`src/prs_pkg.sv`:
```
`default_nettype none

package prs_pkg;

    // Sequencer states, one-hot.
    typedef enum logic [2:0]
    {
        PRS_HOLD = 3'h1,
        PRS_WAIT = 3'h2,
        PRS_RUN  = 3'h4
    } prs_state_e;

    // Stabilisation wait factors, in system clock cycles.
    localparam int unsigned PRS_WAIT_MUL   = 512;
    localparam int unsigned PRS_WAIT_UNIT  = 256;
    localparam int unsigned PRS_WAIT_COUNT = PRS_WAIT_MUL * PRS_WAIT_UNIT;

    // Program address where execution restarts.
    localparam int unsigned PRS_ADDR_W     = 11;
    localparam logic [PRS_ADDR_W-1:0] PRS_START_ADDR = 11'h000;

    // Synchroniser input bit positions.
    localparam int unsigned PRS_SYNC_W     = 5;
    localparam int unsigned PRS_BIT_POR    = 0;
    localparam int unsigned PRS_BIT_DROP   = 1;
    localparam int unsigned PRS_BIT_EN     = 2;
    localparam int unsigned PRS_BIT_STOP   = 3;
    localparam int unsigned PRS_BIT_LOWMIN = 4;
    localparam logic [PRS_SYNC_W-1:0] PRS_SYNC_RST = 5'h01;

endpackage : prs_pkg

`default_nettype wire

```
`src/prs_reset_seq.sv`:
```
`default_nettype none

// Summary of operation
// Hold internal reset while supply is below the power-on clear threshold.
// Keep the oscillator stopped whenever either reset source is active.
// After release, count stabilisation cycles before entering normal operation.
// Supply-drop reset acts only while its enable flag is set.
// An enabled supply drop holds reset continuously until the supply recovers.
// On supply recovery, release reset and run the stabilisation wait.
// Power-on reset takes precedence over the supply-drop path.
// After the wait, execution starts at program address zero.
// After drop circuitry stopped, also wait for supply at operating minimum.
// The stabilisation wait lasts 512 times 256 system clock cycles.
// Both sources merge into one reset driving oscillator stop and counter start.
module prs_reset_seq #(
    parameter int unsigned WAIT_CYCLES = prs_pkg::PRS_WAIT_COUNT
) (
    input  wire logic                          core_clk_in,
    input  wire logic                          rst_n_in,
    input  wire logic                          por_active_in,
    input  wire logic                          supply_drop_in,
    input  wire logic                          supply_drop_reset_enable_flag_in,
    input  wire logic                          drop_circuit_stopped_in,
    input  wire logic                          supply_below_min_in,
    output logic                               internal_reset_out,
    output logic                               osc_stop_out,
    output logic                               stab_wait_out,
    output logic                               normal_op_out,
    output logic                               exec_start_out,
    output logic [prs_pkg::PRS_ADDR_W-1:0]     exec_addr_out
);

    localparam int unsigned CW = $clog2(WAIT_CYCLES + 1);
    localparam logic [CW-1:0] CNT_LAST = CW'(WAIT_CYCLES - 1);
    localparam logic [CW-1:0] CNT_ZERO = '0;
    localparam logic [CW-1:0] CNT_ONE  = CW'(1);

    ////////////////////////////////////////////////////////////////////////////
    // Reset release and input synchronisers.

    logic                          rst_meta;
    logic                          rst_sync_n;
    logic [prs_pkg::PRS_SYNC_W-1:0] sync_meta;
    logic [prs_pkg::PRS_SYNC_W-1:0] sync_q;
    logic [prs_pkg::PRS_SYNC_W-1:0] raw_in;

    // Reset asserts at once and is released two edges later.
    always_ff @(posedge core_clk_in or negedge rst_n_in)
    begin
        if (!rst_n_in)
        begin
            rst_meta   <= 1'b0;
            rst_sync_n <= 1'b0;
        end
        else
        begin
            rst_meta   <= 1'b1;
            rst_sync_n <= rst_meta;
        end
    end

    assign raw_in = {supply_below_min_in, drop_circuit_stopped_in,
                     supply_drop_reset_enable_flag_in, supply_drop_in, por_active_in};

    // Comparator outputs are asynchronous; power-on is assumed active at reset.
    always_ff @(posedge core_clk_in or negedge rst_sync_n)
    begin
        if (!rst_sync_n)
        begin
            sync_meta <= prs_pkg::PRS_SYNC_RST;
            sync_q    <= prs_pkg::PRS_SYNC_RST;
        end
        else
        begin
            sync_meta <= raw_in;
            sync_q    <= sync_meta;
        end
    end

    logic por_s;
    logic drop_s;
    logic en_s;
    logic stop_s;
    logic lowmin_s;

    assign por_s    = sync_q[prs_pkg::PRS_BIT_POR];
    assign drop_s   = sync_q[prs_pkg::PRS_BIT_DROP];
    assign en_s     = sync_q[prs_pkg::PRS_BIT_EN];
    assign stop_s   = sync_q[prs_pkg::PRS_BIT_STOP];
    assign lowmin_s = sync_q[prs_pkg::PRS_BIT_LOWMIN];

    ////////////////////////////////////////////////////////////////////////////
    // Merged reset request.

    logic reset_req;

    // merge both sources
    // Power-on wins regardless of the flag; the drop path is gated by it.
    assign reset_req = por_s | (drop_s & en_s);

    ////////////////////////////////////////////////////////////////////////////
    // Sequencer state, counter and stop memory.

    prs_pkg::prs_state_e state;
    prs_pkg::prs_state_e next_state;
    logic [CW-1:0] cnt;
    logic          stop_seen;
    logic          wait_done;

    // extra supply check
    // Once the drop circuitry has given up, the count alone cannot prove the
    // supply is usable again, so the operating minimum is also required.
    assign wait_done = (cnt == CNT_LAST) && !(stop_seen && lowmin_s);

    // Next-state decode.
    always_comb
    begin
        next_state = state;
        case (state)
            prs_pkg::PRS_HOLD:
                // release into wait
                if (!reset_req)
                    next_state = prs_pkg::PRS_WAIT;
            prs_pkg::PRS_WAIT:
                if (reset_req)
                    next_state = prs_pkg::PRS_HOLD;
                // gate on count
                else if (wait_done)
                    next_state = prs_pkg::PRS_RUN;
            prs_pkg::PRS_RUN:
                // drop holds reset
                if (reset_req)
                    next_state = prs_pkg::PRS_HOLD;
            default:
                next_state = prs_pkg::PRS_HOLD;
        endcase
    end

    // State register.
    always_ff @(posedge core_clk_in or negedge rst_sync_n)
    begin
        if (!rst_sync_n)
            state <= prs_pkg::PRS_HOLD;
        else
            state <= next_state;
    end

    // stabilisation counter
    // Cleared by reset; saturates on its last value until the supply is fine.
    always_ff @(posedge core_clk_in or negedge rst_sync_n)
    begin
        if (!rst_sync_n)
            cnt <= CNT_ZERO;
        else if (state != prs_pkg::PRS_WAIT || reset_req)
            cnt <= CNT_ZERO;
        else if (cnt != CNT_LAST)
            cnt <= cnt + CNT_ONE;
    end

    // Remembers that the drop circuitry stopped during this reset episode.
    // A stop reported in the cycle that enters run wins over the clear, but the next cycle in run clears it.
    always_ff @(posedge core_clk_in or negedge rst_sync_n)
    begin
        if (!rst_sync_n)
            stop_seen <= 1'b0;
        else if (por_s)
            stop_seen <= 1'b0;
        else if (stop_s)
            stop_seen <= 1'b1;
        else if (next_state == prs_pkg::PRS_RUN)
            stop_seen <= 1'b0;
    end

    ////////////////////////////////////////////////////////////////////////////
    // Outputs, all from flip-flops.

    // outputs follow next state
    always_ff @(posedge core_clk_in or negedge rst_sync_n)
    begin
        if (!rst_sync_n)
        begin
            internal_reset_out <= 1'b1;
            osc_stop_out       <= 1'b1;
            stab_wait_out      <= 1'b0;
            normal_op_out      <= 1'b0;
            exec_start_out     <= 1'b0;
            exec_addr_out      <= prs_pkg::PRS_START_ADDR;
        end
        else
        begin
            internal_reset_out <= (next_state == prs_pkg::PRS_HOLD);
            osc_stop_out       <= (next_state == prs_pkg::PRS_HOLD);
            stab_wait_out      <= (next_state == prs_pkg::PRS_WAIT);
            normal_op_out      <= (next_state == prs_pkg::PRS_RUN);
            exec_start_out     <= (next_state == prs_pkg::PRS_RUN) && (state != prs_pkg::PRS_RUN);
            exec_addr_out      <= prs_pkg::PRS_START_ADDR;
        end
    end
endmodule : prs_reset_seq

`default_nettype wire

```
`config.mk`:
```
export PLATFORM = sky130hd
export DESIGN_NAME = prs_reset_seq
export DESIGN_NICKNAME = d
export VERILOG_FILES = /design/src/prs_pkg.sv /design/src/prs_reset_seq.sv
export SDC_FILE = /design/constraint.sdc
export NUM_CORES = 1
export LEC_CHECK = 0
export CAP_MARGIN = 10
export CORE_MARGIN = 1.5
export CORE_UTILIZATION = 45
export DETAILED_ROUTE_END_ITERATION = 8
export DONT_BUFFER_PORTS = 1
export PLACE_DENSITY_LB_ADDON = 0.05
export SYNTH_ARGS = -nofsm -noshare
export SYNTH_HDL_FRONTEND = slang
export SYNTH_SLANG_ARGS = --single-unit
```
`constraint.sdc`:
```
create_clock -name core_clk_in -period 1.63 [get_ports core_clk_in]
set_clock_uncertainty 0.05 [all_clocks]
set_input_delay 0.0815 -clock core_clk_in [delete_from_list [all_inputs] [get_ports core_clk_in]]
set_output_delay 0.0815 -clock core_clk_in [all_outputs]
set_load 0.03 [all_outputs]
```
==> impl_metrics.py, run 1 <==
metrics = {
    "worst_setup_path": {
        "reg2reg_slack_ns": -0.02,
        "timing.rr.end": "cnt[3]",
        "cp-start-kind": "register",
        "r2r_cells": 5,
        "critical_path.endpoint_type": "register",
        "critPathArrivalTime_ns": 1.81,
        "reg2reg_from": "cnt[0]",
        "required_ns": 1.79,
        "worstSetupPathType": "register to register",
        "path_max_fanout": 7,
        "critPathLaunch": "cnt[0]",
    },
    "timing": {
        "setup_violations": 2,
        "rsz0062_at_grt": "true",
        "slew_violations": 0,
        "worst_hold_slack_ns": 0.138,
        "min_period_ns": 1.65,
        "timing.final.ws_setup_ns": -0.0191,
        "timing_hold_violations_final": 0,
        "fmax_mhz": 606,
        "period_share": 1.01,
    },
    "place": {
        "dp_hpwl_um": 2800,
        "placed_cells_incl_taps": 239,
        "gp_congestion": 0.790,
        "portBuffers": 0,
    },
    "logic_synthesis": {
        "ys_seq_area_frac": 0.522,
        "synth_ff_type": "dfrtp_1",
        "syn_avg_cell_area_sq_um": 10.7,
        "syn_inst": 171,
        "ys_types": 46,
        "yosys-top-cells-count": "dfrtp_1 (34), a21oi_1 (14), buf_4 (12), nand2_1 (12), nand4_1 (7)",
        "synth_enable_flop_cells": 0,
        "synthesis.area_sq_mm": 0.00183,
        "ys_seq_elements": 38,
        "synth_top_area_frac": 0.465,
        "synth.most_common_cell": "dfrtp_1",
        "yosys_warnings": 0,
        "synthTopCellsByArea": "dfrtp_1 (46%), dfstp_2 (5.7%), buf_4 (4.9%)",
        "async_reset_ff_frac": 1.00,
        "synth_largest_area_cell": "dfrtp_1",
    },
    "clock_network": {
        "clock_latency_ns": 0.29,
        "h-tree-depth": 2,
        "root_buffer": "clkbuf_8",
        "cts_tree": "yes",
        "numCtsBuffers": 5,
        "cts.sink_count": 38,
        "clockBufferDepth": 2,
        "cts.clk_slew.worst_paths_ns": 0.08,
    },
    "routing": {
        "drc": 0,
        "viasPerCell": 5.47,
        "wire_per_inst_um": 14.9,
        "vias": 1432,
        "firstDrtPassIters": 4,
        "drt_first_iter_violations": 109,
        "final_antenna_net_count": 0,
        "routed_wl_um": 3900,
    },
    "finish": {
        "multi_input_area_sq_um": 837,
        "nets": 219,
        "fin_cells": 262,
        "layout-drive-gt1-share": 0.316,
        "final-seq-area_sq_um": 960,
        "syn_to_final_growth_pct": 26.0,
        "antenna-diode-count": 0,
        "nFillCells": 334,
    },
    "floorplan": {
        "fp.coreArea_sq_mm": 0.00394,
        "ios": 23,
        "dieHeight_um": 66.8,
        "row_count": 23,
        "start_util": 0.464,
        "dieArea_sq_mm": 0.00446,
        "dieWidth_um": 66.8,
    },
    "power_and_ir_drop": {
        "ir_drop_v": 0.000634,
        "powerDensity_mw_per_mm2": 844,
        "leakage_uw": 0.000943,
    },
    "global_routing": {
        "grt_max_degree": 25,
        "grt.total_usage": 0.201,
        "grt_pass1_vias": 1399,
        "grt_pass1_wl_um": 6560,
        "grt-ovfl-total": 0,
        "antenna_found_initial": 0,
    },
    "hold_path": {
        "hold_class": "register to asynchronous set/reset pin",
    },
    "run_status": {
        "violations": "negative setup slack",
        "run_status": "complete, but fails checks",
    },
    "run": {
        "maxCapViolations": 0,
    },
}
## final cells by class
type / count / share of cell area
repair buffers: 40 / 0.139
multi-input cells: 123 / 0.363
inverters: 3 / 0.00488
flip-flops and latches: 38 / 0.416
clock buffers: 5 / 0.0298
clock inverters: 3 / 0.0195
well taps: 50 / 0.0271
## flip-flops by register name (all words and copies together) (netlist names)
name            flops
stop_seen           1
sync_meta           5
rst_meta            1
sync_q              5
stab_wait_out       1
state               3
rst_sync_n          1
osc_stop_out        1
normal_op_out       1
cnt                18
exec_start_out      1
## worst max-delay path, cell delays in order (launching register included)
cell	delay [ns]
dfrtp_1	0.41
ha_4	0.17
nand3_4	0.12
or3_4	0.39
o2111ai_2	0.22
mux2i_1	0.21
## layer usage
layer  global-route usage  part of all wire  up-vias
li1                     -                 -      697
met3               0.0557             0.054        8
met5                    0                 0        -
met1                0.270              0.46      697
met2                0.309              0.47       30
met4               0.0765             0.016        0
## how the worst max path moves through the flow
stage / end / cells after the start
4_1_cts: cnt[3] / 5
6_report: cnt[3] / 5
2_1_floorplan: cnt[3] / 5
3_3_place_gp: cnt[3] / 5
5_1_grt: cnt[3] / 5
3_5_place_dp: cnt[3] / 5
## per-stage QoR
step           area, sq um   util  total power [uW]  worst slack (ns)   TNS, ns
6_report              2310  0.585              1950           -0.0191   -0.0227
3_3_place_gp          2020  0.513              1150           0.00666         0
4_1_cts               2250  0.570              1970          -0.00550  -0.00550
3_5_place_dp          2020  0.513              1150           -0.0608   -0.0666
2_1_floorplan         1890      -              1150            0.0289         0
5_1_grt               2310  0.585              2030            -0.101    -0.545
## cells by family (layout without fill, tap and decap cells)
group | count (synthesis) | in the layout | synth area share
buf+inv | 20 | 51 | 0.0684
compound gates | 43 | 43 | 0.153
flops | 38 | 38 | 0.522
fa+ha+maj | 1 | 1 | 0.00683
xor+xnor | 1 | 1 | 0.00479
other cells | 2 | 12 | 0.00410
simple gates | 64 | 64 | 0.230
mux | 2 | 2 | 0.0109
## power breakdown
part | leakage, uW | internal, uW | switching (uW)
logic | 0.000407 | 40.0 | 85.7
registers | 0.000485 | 982 | 45.4
clock network | 0.0000504 | 455 | 339
total | 0.000943 | 1480 | 470
## cell usage in the layout, fill, tap and decap left out, types with 4 or more instances in the layout
master,synthesis,layout
nor2_1,5,5
nor3_1,4,4
clkbuf_8,0,5
conb_1,2,12
dfstp_2,4,4
o31ai_1,5,5
a21oi_1,14,12
nand4_1,7,7
buf_4,12,32
nand3_1,6,6
o21ai_1,6,6
and3_1,5,4
dlygate4sd3_1,0,7
nand2_1,12,12
dfrtp_1,34,31
o21ai_0,4,4
## what timing repair did
| item | CTS | global route |
|---|---|---|
| endpoints found under the setup margin | 6 | 19 |
| cloned | 0 | 0 |
| buffers inserted | 4 | 4 |
| resized for setup | 2 | 9 |
| pin swaps | 0 | 5 |
| hold buffers | 7 | 0 |
| hold endpoints to repair | 7 | 0 |
Power figures use the tool's default switching activity.
==> run 2: changes to the inputs <==
--- a/config.mk
+++ b/config.mk
@@ -8,9 +8,11 @@
 export CAP_MARGIN = 10
 export CORE_MARGIN = 1.5
 export CORE_UTILIZATION = 45
+export CTS_BUF_LIST = sky130_fd_sc_hd__clkbuf_8
 export DETAILED_ROUTE_END_ITERATION = 8
 export DONT_BUFFER_PORTS = 1
 export PLACE_DENSITY_LB_ADDON = 0.05
+export RECOVER_POWER = 50
 export SYNTH_ARGS = -nofsm -noshare
 export SYNTH_HDL_FRONTEND = slang
 export SYNTH_SLANG_ARGS = --single-unit
==> run 2 against run 1 <==
The run still ends with negative setup slack left; setup slack is the same; clock power is essentially flat; die area is the same; combinational power is essentially flat; hold slack gained 0.15 ns; total power shrank 0.12%.
==> impl_metrics.py, run 2 (synthesized netlist as in run 1, its figures left out) <==
metrics = {
    "routing": {
        "firstDrtPassIters": 4,
        "final_antenna_net_count": 0,
        "viasPerCell": 5.46,
        "drt_first_iter_violations": 104,
        "vias": 1430,
        "wire_per_inst_um": 14.9,
        "drc": 0,
        "routed_wl_um": 3900,
    },
    "worst_setup_path": {
        "cp-start-kind": "register",
        "worstSetupPathType": "register to register",
        "critPathArrivalTime_ns": 1.81,
        "critical_path.endpoint_type": "register",
        "crit_buf_inv": 0,
        "slowest_stage": "dfrtp_1",
        "required_ns": 1.79,
        "cpLargestDelayFamily": "simple AND/OR/NAND/NOR gates",
        "path_max_fanout": 7,
        "slowest_delay_ns": 0.41,
        "crit_chain": "ha_4 > nand3_4 > or3_4 > o2111ai_2 > mux2i_1",
    },
    "finish": {
        "finalCoreUtilization": 0.583,
        "antenna-diode-count": 0,
        "final_cell_mix": "dfrtp_1 (31), buf_4 (30), nand2_1 (12), a21oi_1 (12), conb_1 (12)",
        "syn_to_final_growth_pct": 25.6,
        "layout_commonest_cell": "dfrtp_1",
        "largest_register": "cnt",
        "postLayoutCellArea_sq_mm": 0.00230,
        "layout-drive-gt1-share": 0.311,
        "nets": 219,
        "nFillCells": 334,
        "largest_registers": "cnt x18, sync_meta x5, sync_q x5",
        "largest_reg_flops": 18,
    },
    "clock_network": {
        "clock_latency_ns": 0.29,
        "clockBufferDepth": 2,
        "cts_tree": "yes",
        "numCtsBuffers": 5,
        "cts.sink_count": 38,
        "root_buffer": "clkbuf_8",
        "cts.clk_slew.worst_paths_ns": 0.07,
        "h-tree-depth": 2,
    },
    "floorplan": {
        "ios": 23,
        "dieWidth_um": 66.8,
        "row_count": 23,
        "dieArea_sq_mm": 0.00446,
        "fp.coreArea_sq_mm": 0.00394,
        "dieHeight_um": 66.8,
        "start_util": 0.464,
    },
    "global_routing": {
        "grt_pass1_wl_um": 6560,
        "antenna_found_initial": 0,
        "grt-ovfl-total": 0,
        "grt_max_degree": 25,
        "grt.total_usage": 0.201,
        "grt_pass1_vias": 1399,
    },
    "place": {
        "dpl_worst_slack_ns": -0.0608,
        "dp_hpwl_um": 2800,
        "portBuffers": 0,
        "gp_congestion": 0.790,
        "dpl_cell_area_sq_mm": 0.00202,
    },
    "timing": {
        "worst_hold_slack_ns": 0.291,
        "worst-slew-pin-transition_ns": 0.678,
        "timing_hold_violations_final": 0,
        "slew_violations": 0,
        "fmax_mhz": 606,
        "slew_headroom": 0.548,
        "rsz0062_at_grt": "true",
        "setup-tns-final_ns": -0.0227,
        "min_period_ns": 1.65,
        "period_share": 1.01,
        "timing.final.ws_setup_ns": -0.0191,
        "setup_violations": 2,
    },
    "run": {
        "maxCapViolations": 0,
    },
    "power_and_ir_drop": {
        "leakage_uw": 0.000938,
        "ir_drop_v": 0.000632,
        "powerDensity_mw_per_mm2": 845,
    },
    "run_status": {
        "violations": "negative setup slack",
        "run_status": "complete, but fails checks",
    },
    "hold_path": {
        "hold_class": "primary input to register",
    },
}
run 2: cell types whose count changed in the layout (fill, tap and decap cells not counted):
cell	previous run	this run
clkbuf_1	0	1
buf_4	32	30
clkbuf_2	0	1
run 2: layer usage:
layer / up-vias / wire [um] / global-route usage / share of wire
met3: 8 / 210 / 0.0557 / 0.054
met1: 695 / 1790 / 0.270 / 0.46
li1: 697 / - / - / -
met5: - / 0 / 0 / 0
met4: 0 / 62 / 0.0765 / 0.016
met2: 30 / 1840 / 0.309 / 0.47
run 2: final cells by class:
class                   instances  area (sq um)  share of cell area
inverters                       3          11.3             0.00490
clock inverters                 3          45.0              0.0196
well taps                      50          62.6              0.0272
repair buffers                 40           315               0.137
multi-input cells             123           837               0.364
flip-flops and latches         38           960               0.417
clock buffers                   5          68.8              0.0299
run 2: timing repair:
action                     in CTS  in global routing
hold endpoints to repair        7                  0
setup endpoints to repair       6                 19
cloned                          0                  0
hold buffers                    7                  0
gates resized for setup         2                  9
pin swaps                       0                  5
buffers inserted                4                  4
run 2: worst paths after layout:
kind | start | endpoint | slack, ns | cells past startpoint
max | cnt[0] | cnt[3] | -0.02 | 5
min | por_active_in | sync_meta[0] | 0.29 | 1
max reg2reg | cnt[0] | cnt[3] | -0.02 | 5
min reg2reg | rst_sync_n | sync_q[4] | 0.30 | 1
max in group asynchronous | rst_sync_n | cnt[2] | 0.74 | 1
min in group asynchronous | rst_sync_n | sync_q[4] | 0.30 | 1
run 2: power breakdown:
part           switching, uW  internal [uW]  leakage (uW)
registers               45.3            982      0.000485
logic                   85.7           38.1      0.000403
clock network            338            455     0.0000504
run 2: metrics by stage:
stage	cells	total power [uW]
CTS	258	1970
detailed placement	239	1150
global placement	239	1150
floorplan	181	1150
finish	262	1940
global route	262	2020
run 2: worst register-to-register path: cells and delay by family, from the launching register on:
kind	cells	cell delay [ns]
multiplexers	1	0.21
AO/OA/AOI/OAI	1	0.22
AND/OR/NAND/NOR	2	0.51
adder cells (fa/ha/maj)	1	0.17
flip-flops	1	0.41
==> run 3: changes to the inputs <==
--- a/config.mk
+++ b/config.mk
@@ -6,8 +6,10 @@
 export NUM_CORES = 1
 export LEC_CHECK = 0
 export CAP_MARGIN = 10
+export CELL_PAD_IN_SITES_DETAIL_PLACEMENT = 1
+export CELL_PAD_IN_SITES_GLOBAL_PLACEMENT = 2
 export CORE_MARGIN = 1.5
-export CORE_UTILIZATION = 45
+export CORE_UTILIZATION = 42
 export CTS_BUF_LIST = sky130_fd_sc_hd__clkbuf_8
 export DETAILED_ROUTE_END_ITERATION = 8
 export DONT_BUFFER_PORTS = 1
==> run 3 against run 2 <==
The run still ends with negative setup slack left; global-route usage rose by 0.70 points; clock-buffer cell count rose by 1; total power rose by 11%; critical path type unchanged; largest cell class unchanged.
==> impl_metrics.py, run 3 (synthesized netlist as in run 1, its figures left out) <==
metrics = {
    "run_status": {
        "run_status": "complete, but fails checks",
        "violations": "negative setup slack",
    },
    "timing": {
        "worst-slew-pin-transition_ns": 0.924,
        "fmax_mhz": 612,
        "rsz0062_at_grt": "true",
        "min_period_ns": 1.63,
        "setup-tns-final_ns": -0.00382,
        "timing_hold_violations_final": 0,
        "slew_violations": 0,
        "setup_violations": 1,
        "slew_headroom": 0.384,
        "period_share": 1.00,
        "timing.final.ws_setup_ns": -0.00382,
    },
    "power_and_ir_drop": {
        "pwr-share-clk": 0.465,
        "leakage_uw": 0.00100,
        "sw_frac_of_total": 0.223,
        "power_uw": 2150,
        "p_seq_frac": 0.478,
        "power_frac_comb": 0.057,
        "p_sw_uw": 479,
        "p_int_uw": 1670,
        "powerDensity_mw_per_mm2": 900,
        "ir_drop_v": 0.000623,
    },
    "hold_path": {
        "hold_class": "primary input to register",
    },
    "finish": {
        "multi_input_area_sq_um": 896,
        "largest_reg_flops": 18,
        "finalCoreUtilization": 0.585,
        "final-seq-area_sq_um": 961,
        "largest_registers": "cnt x18, sync_meta x5, sync_q x5",
        "final_cell_mix": "dfrtp_1 (30), buf_4 (29), nand2_1 (12), conb_1 (12), a21oi_1 (10)",
        "layout_commonest_cell": "dfrtp_1",
        "antenna-diode-count": 0,
        "largest_register": "cnt",
        "layout-drive-gt1-share": 0.355,
        "nFillCells": 442,
        "nets": 218,
        "syn_to_final_growth_pct": 30.5,
    },
    "routing": {
        "viasPerCell": 5.64,
        "drt_first_iter_violations": 75,
        "wire_per_inst_um": 18.3,
        "firstDrtPassIters": 3,
        "drc": 0,
        "final_antenna_net_count": 0,
        "routed_wl_um": 4780,
        "vias": 1473,
    },
    "floorplan": {
        "row_count": 23,
        "ios": 23,
        "dieWidth_um": 69.0,
        "dieArea_sq_mm": 0.00476,
        "start_util": 0.448,
        "dieHeight_um": 69.0,
        "fp.coreArea_sq_mm": 0.00409,
    },
    "place": {
        "gp_congestion": 0.787,
        "dp_hpwl_um": 3210,
        "portBuffers": 0,
    },
    "worst_setup_path": {
        "critPathArrivalTime_ns": 1.81,
        "worstSetupPathType": "register to register",
        "cpLargestDelayFamily": "simple AND/OR/NAND/NOR gates",
        "required_ns": 1.80,
        "slowest_stage": "dfrtp_1",
        "path_max_fanout": 7,
        "crit_chain": "ha_4 > nand3_4 > or3_4 > o2111ai_2 > mux2i_1",
        "cp-start-kind": "register",
        "critical_path.endpoint_type": "register",
        "crit_buf_inv": 0,
        "slowest_delay_ns": 0.41,
    },
    "clock_network": {
        "root_buffer": "clkbuf_8",
        "h-tree-depth": 2,
        "clockBufferDepth": 2,
        "numCtsBuffers": 5,
        "cts.clk_slew.worst_paths_ns": 0.07,
        "clock_latency_ns": 0.29,
        "cts_tree": "yes",
        "cts.sink_count": 38,
    },
    "global_routing": {
        "antenna_found_initial": 0,
        "grt_pass1_vias": 1592,
        "grt-ovfl-total": 0,
        "grt_pass1_wl_um": 7870,
        "grt_max_degree": 37,
        "grt.total_usage": 0.208,
    },
    "run": {
        "maxCapViolations": 0,
    },
}
-- run 3: cell types whose count changed in the layout (fill, tap and decap cells not counted), moves of 2 or more --
cell,previous run,this run
a21oi_2,3,5
nor3_4,0,2
clkinvlp_4,2,0
a21oi_1,12,10
or4_1,2,0
or4_4,0,2
-- run 3: worst reg2reg max path: stages, from the launching register on --
cell       delay, ns
dfrtp_1         0.41
ha_4            0.18
nand3_4         0.14
or3_4           0.39
o2111ai_2       0.19
mux2i_1         0.20
-- run 3: layout make-up --
type	count	share of cell area
repair buffers	39	0.132
flip-flops and latches	38	0.402
inverters	3	0.00471
well taps	50	0.0262
clock inverters	2	0.0251
clock buffers	6	0.0346
multi-input cells	123	0.375
-- run 3: what timing repair did --
item | CTS | global route
pin swaps | 4 | 13
resized for setup | 4 | 20
hold buffers | 7 | 0
gates cloned | 0 | 0
hold endpoints to repair | 7 | 0
setup buffers | 3 | 6
setup endpoints to repair | 3 | 21
-- run 3: per-layer routing --
layer  part of all wire  track usage  vias up
met4              0.018       0.0784        0
met3              0.021       0.0453        8
li1                   -            -      694
met2               0.53        0.351       18
met5                  0            0        -
met1               0.43        0.259      753
-- run 3: metrics by stage --
stage / cell area, sq um / hold slack (ns) / worst slack, ns / instances
global route: 2390 / 0.285 / -0.0751 / 261
global placement: 2020 / -0.264 / 0.00227 / 238
floorplan: 1890 / -0.264 / 0.0289 / 181
detailed placement: 2020 / -0.264 / -0.0719 / 238
finish: 2390 / 0.287 / -0.00382 / 261
CTS: 2270 / 0.264 / -0.0287 / 256
-- run 3: final timing paths --
check | from | end | slack (ns) | cells after the start
max in group asynchronous | rst_sync_n | cnt[2] | 0.48 | 1
worst max-delay path | cnt[0] | cnt[3] | -0.004 | 5
worst min-delay path | por_active_in | sync_meta[0] | 0.29 | 1
worst min register to register | sync_meta[4] | sync_q[4] | 0.31 | 0
min in group asynchronous | rst_sync_n | sync_meta[1] | 0.42 | 1
worst max register to register | cnt[0] | cnt[3] | -0.004 | 5
-- run 3: power groups by stage --
stage / Clock, uW / Sequential (uW) / Combinational [uW]
final: 1000 / 1030 / 122
after global placement: 0 / 1040 / 102
after CTS: 1020 / 1030 / 122
after floorplan: 0 / 1040 / 103
after global routing: 1060 / 1030 / 135
after detailed placement: 0 / 1050 / 106
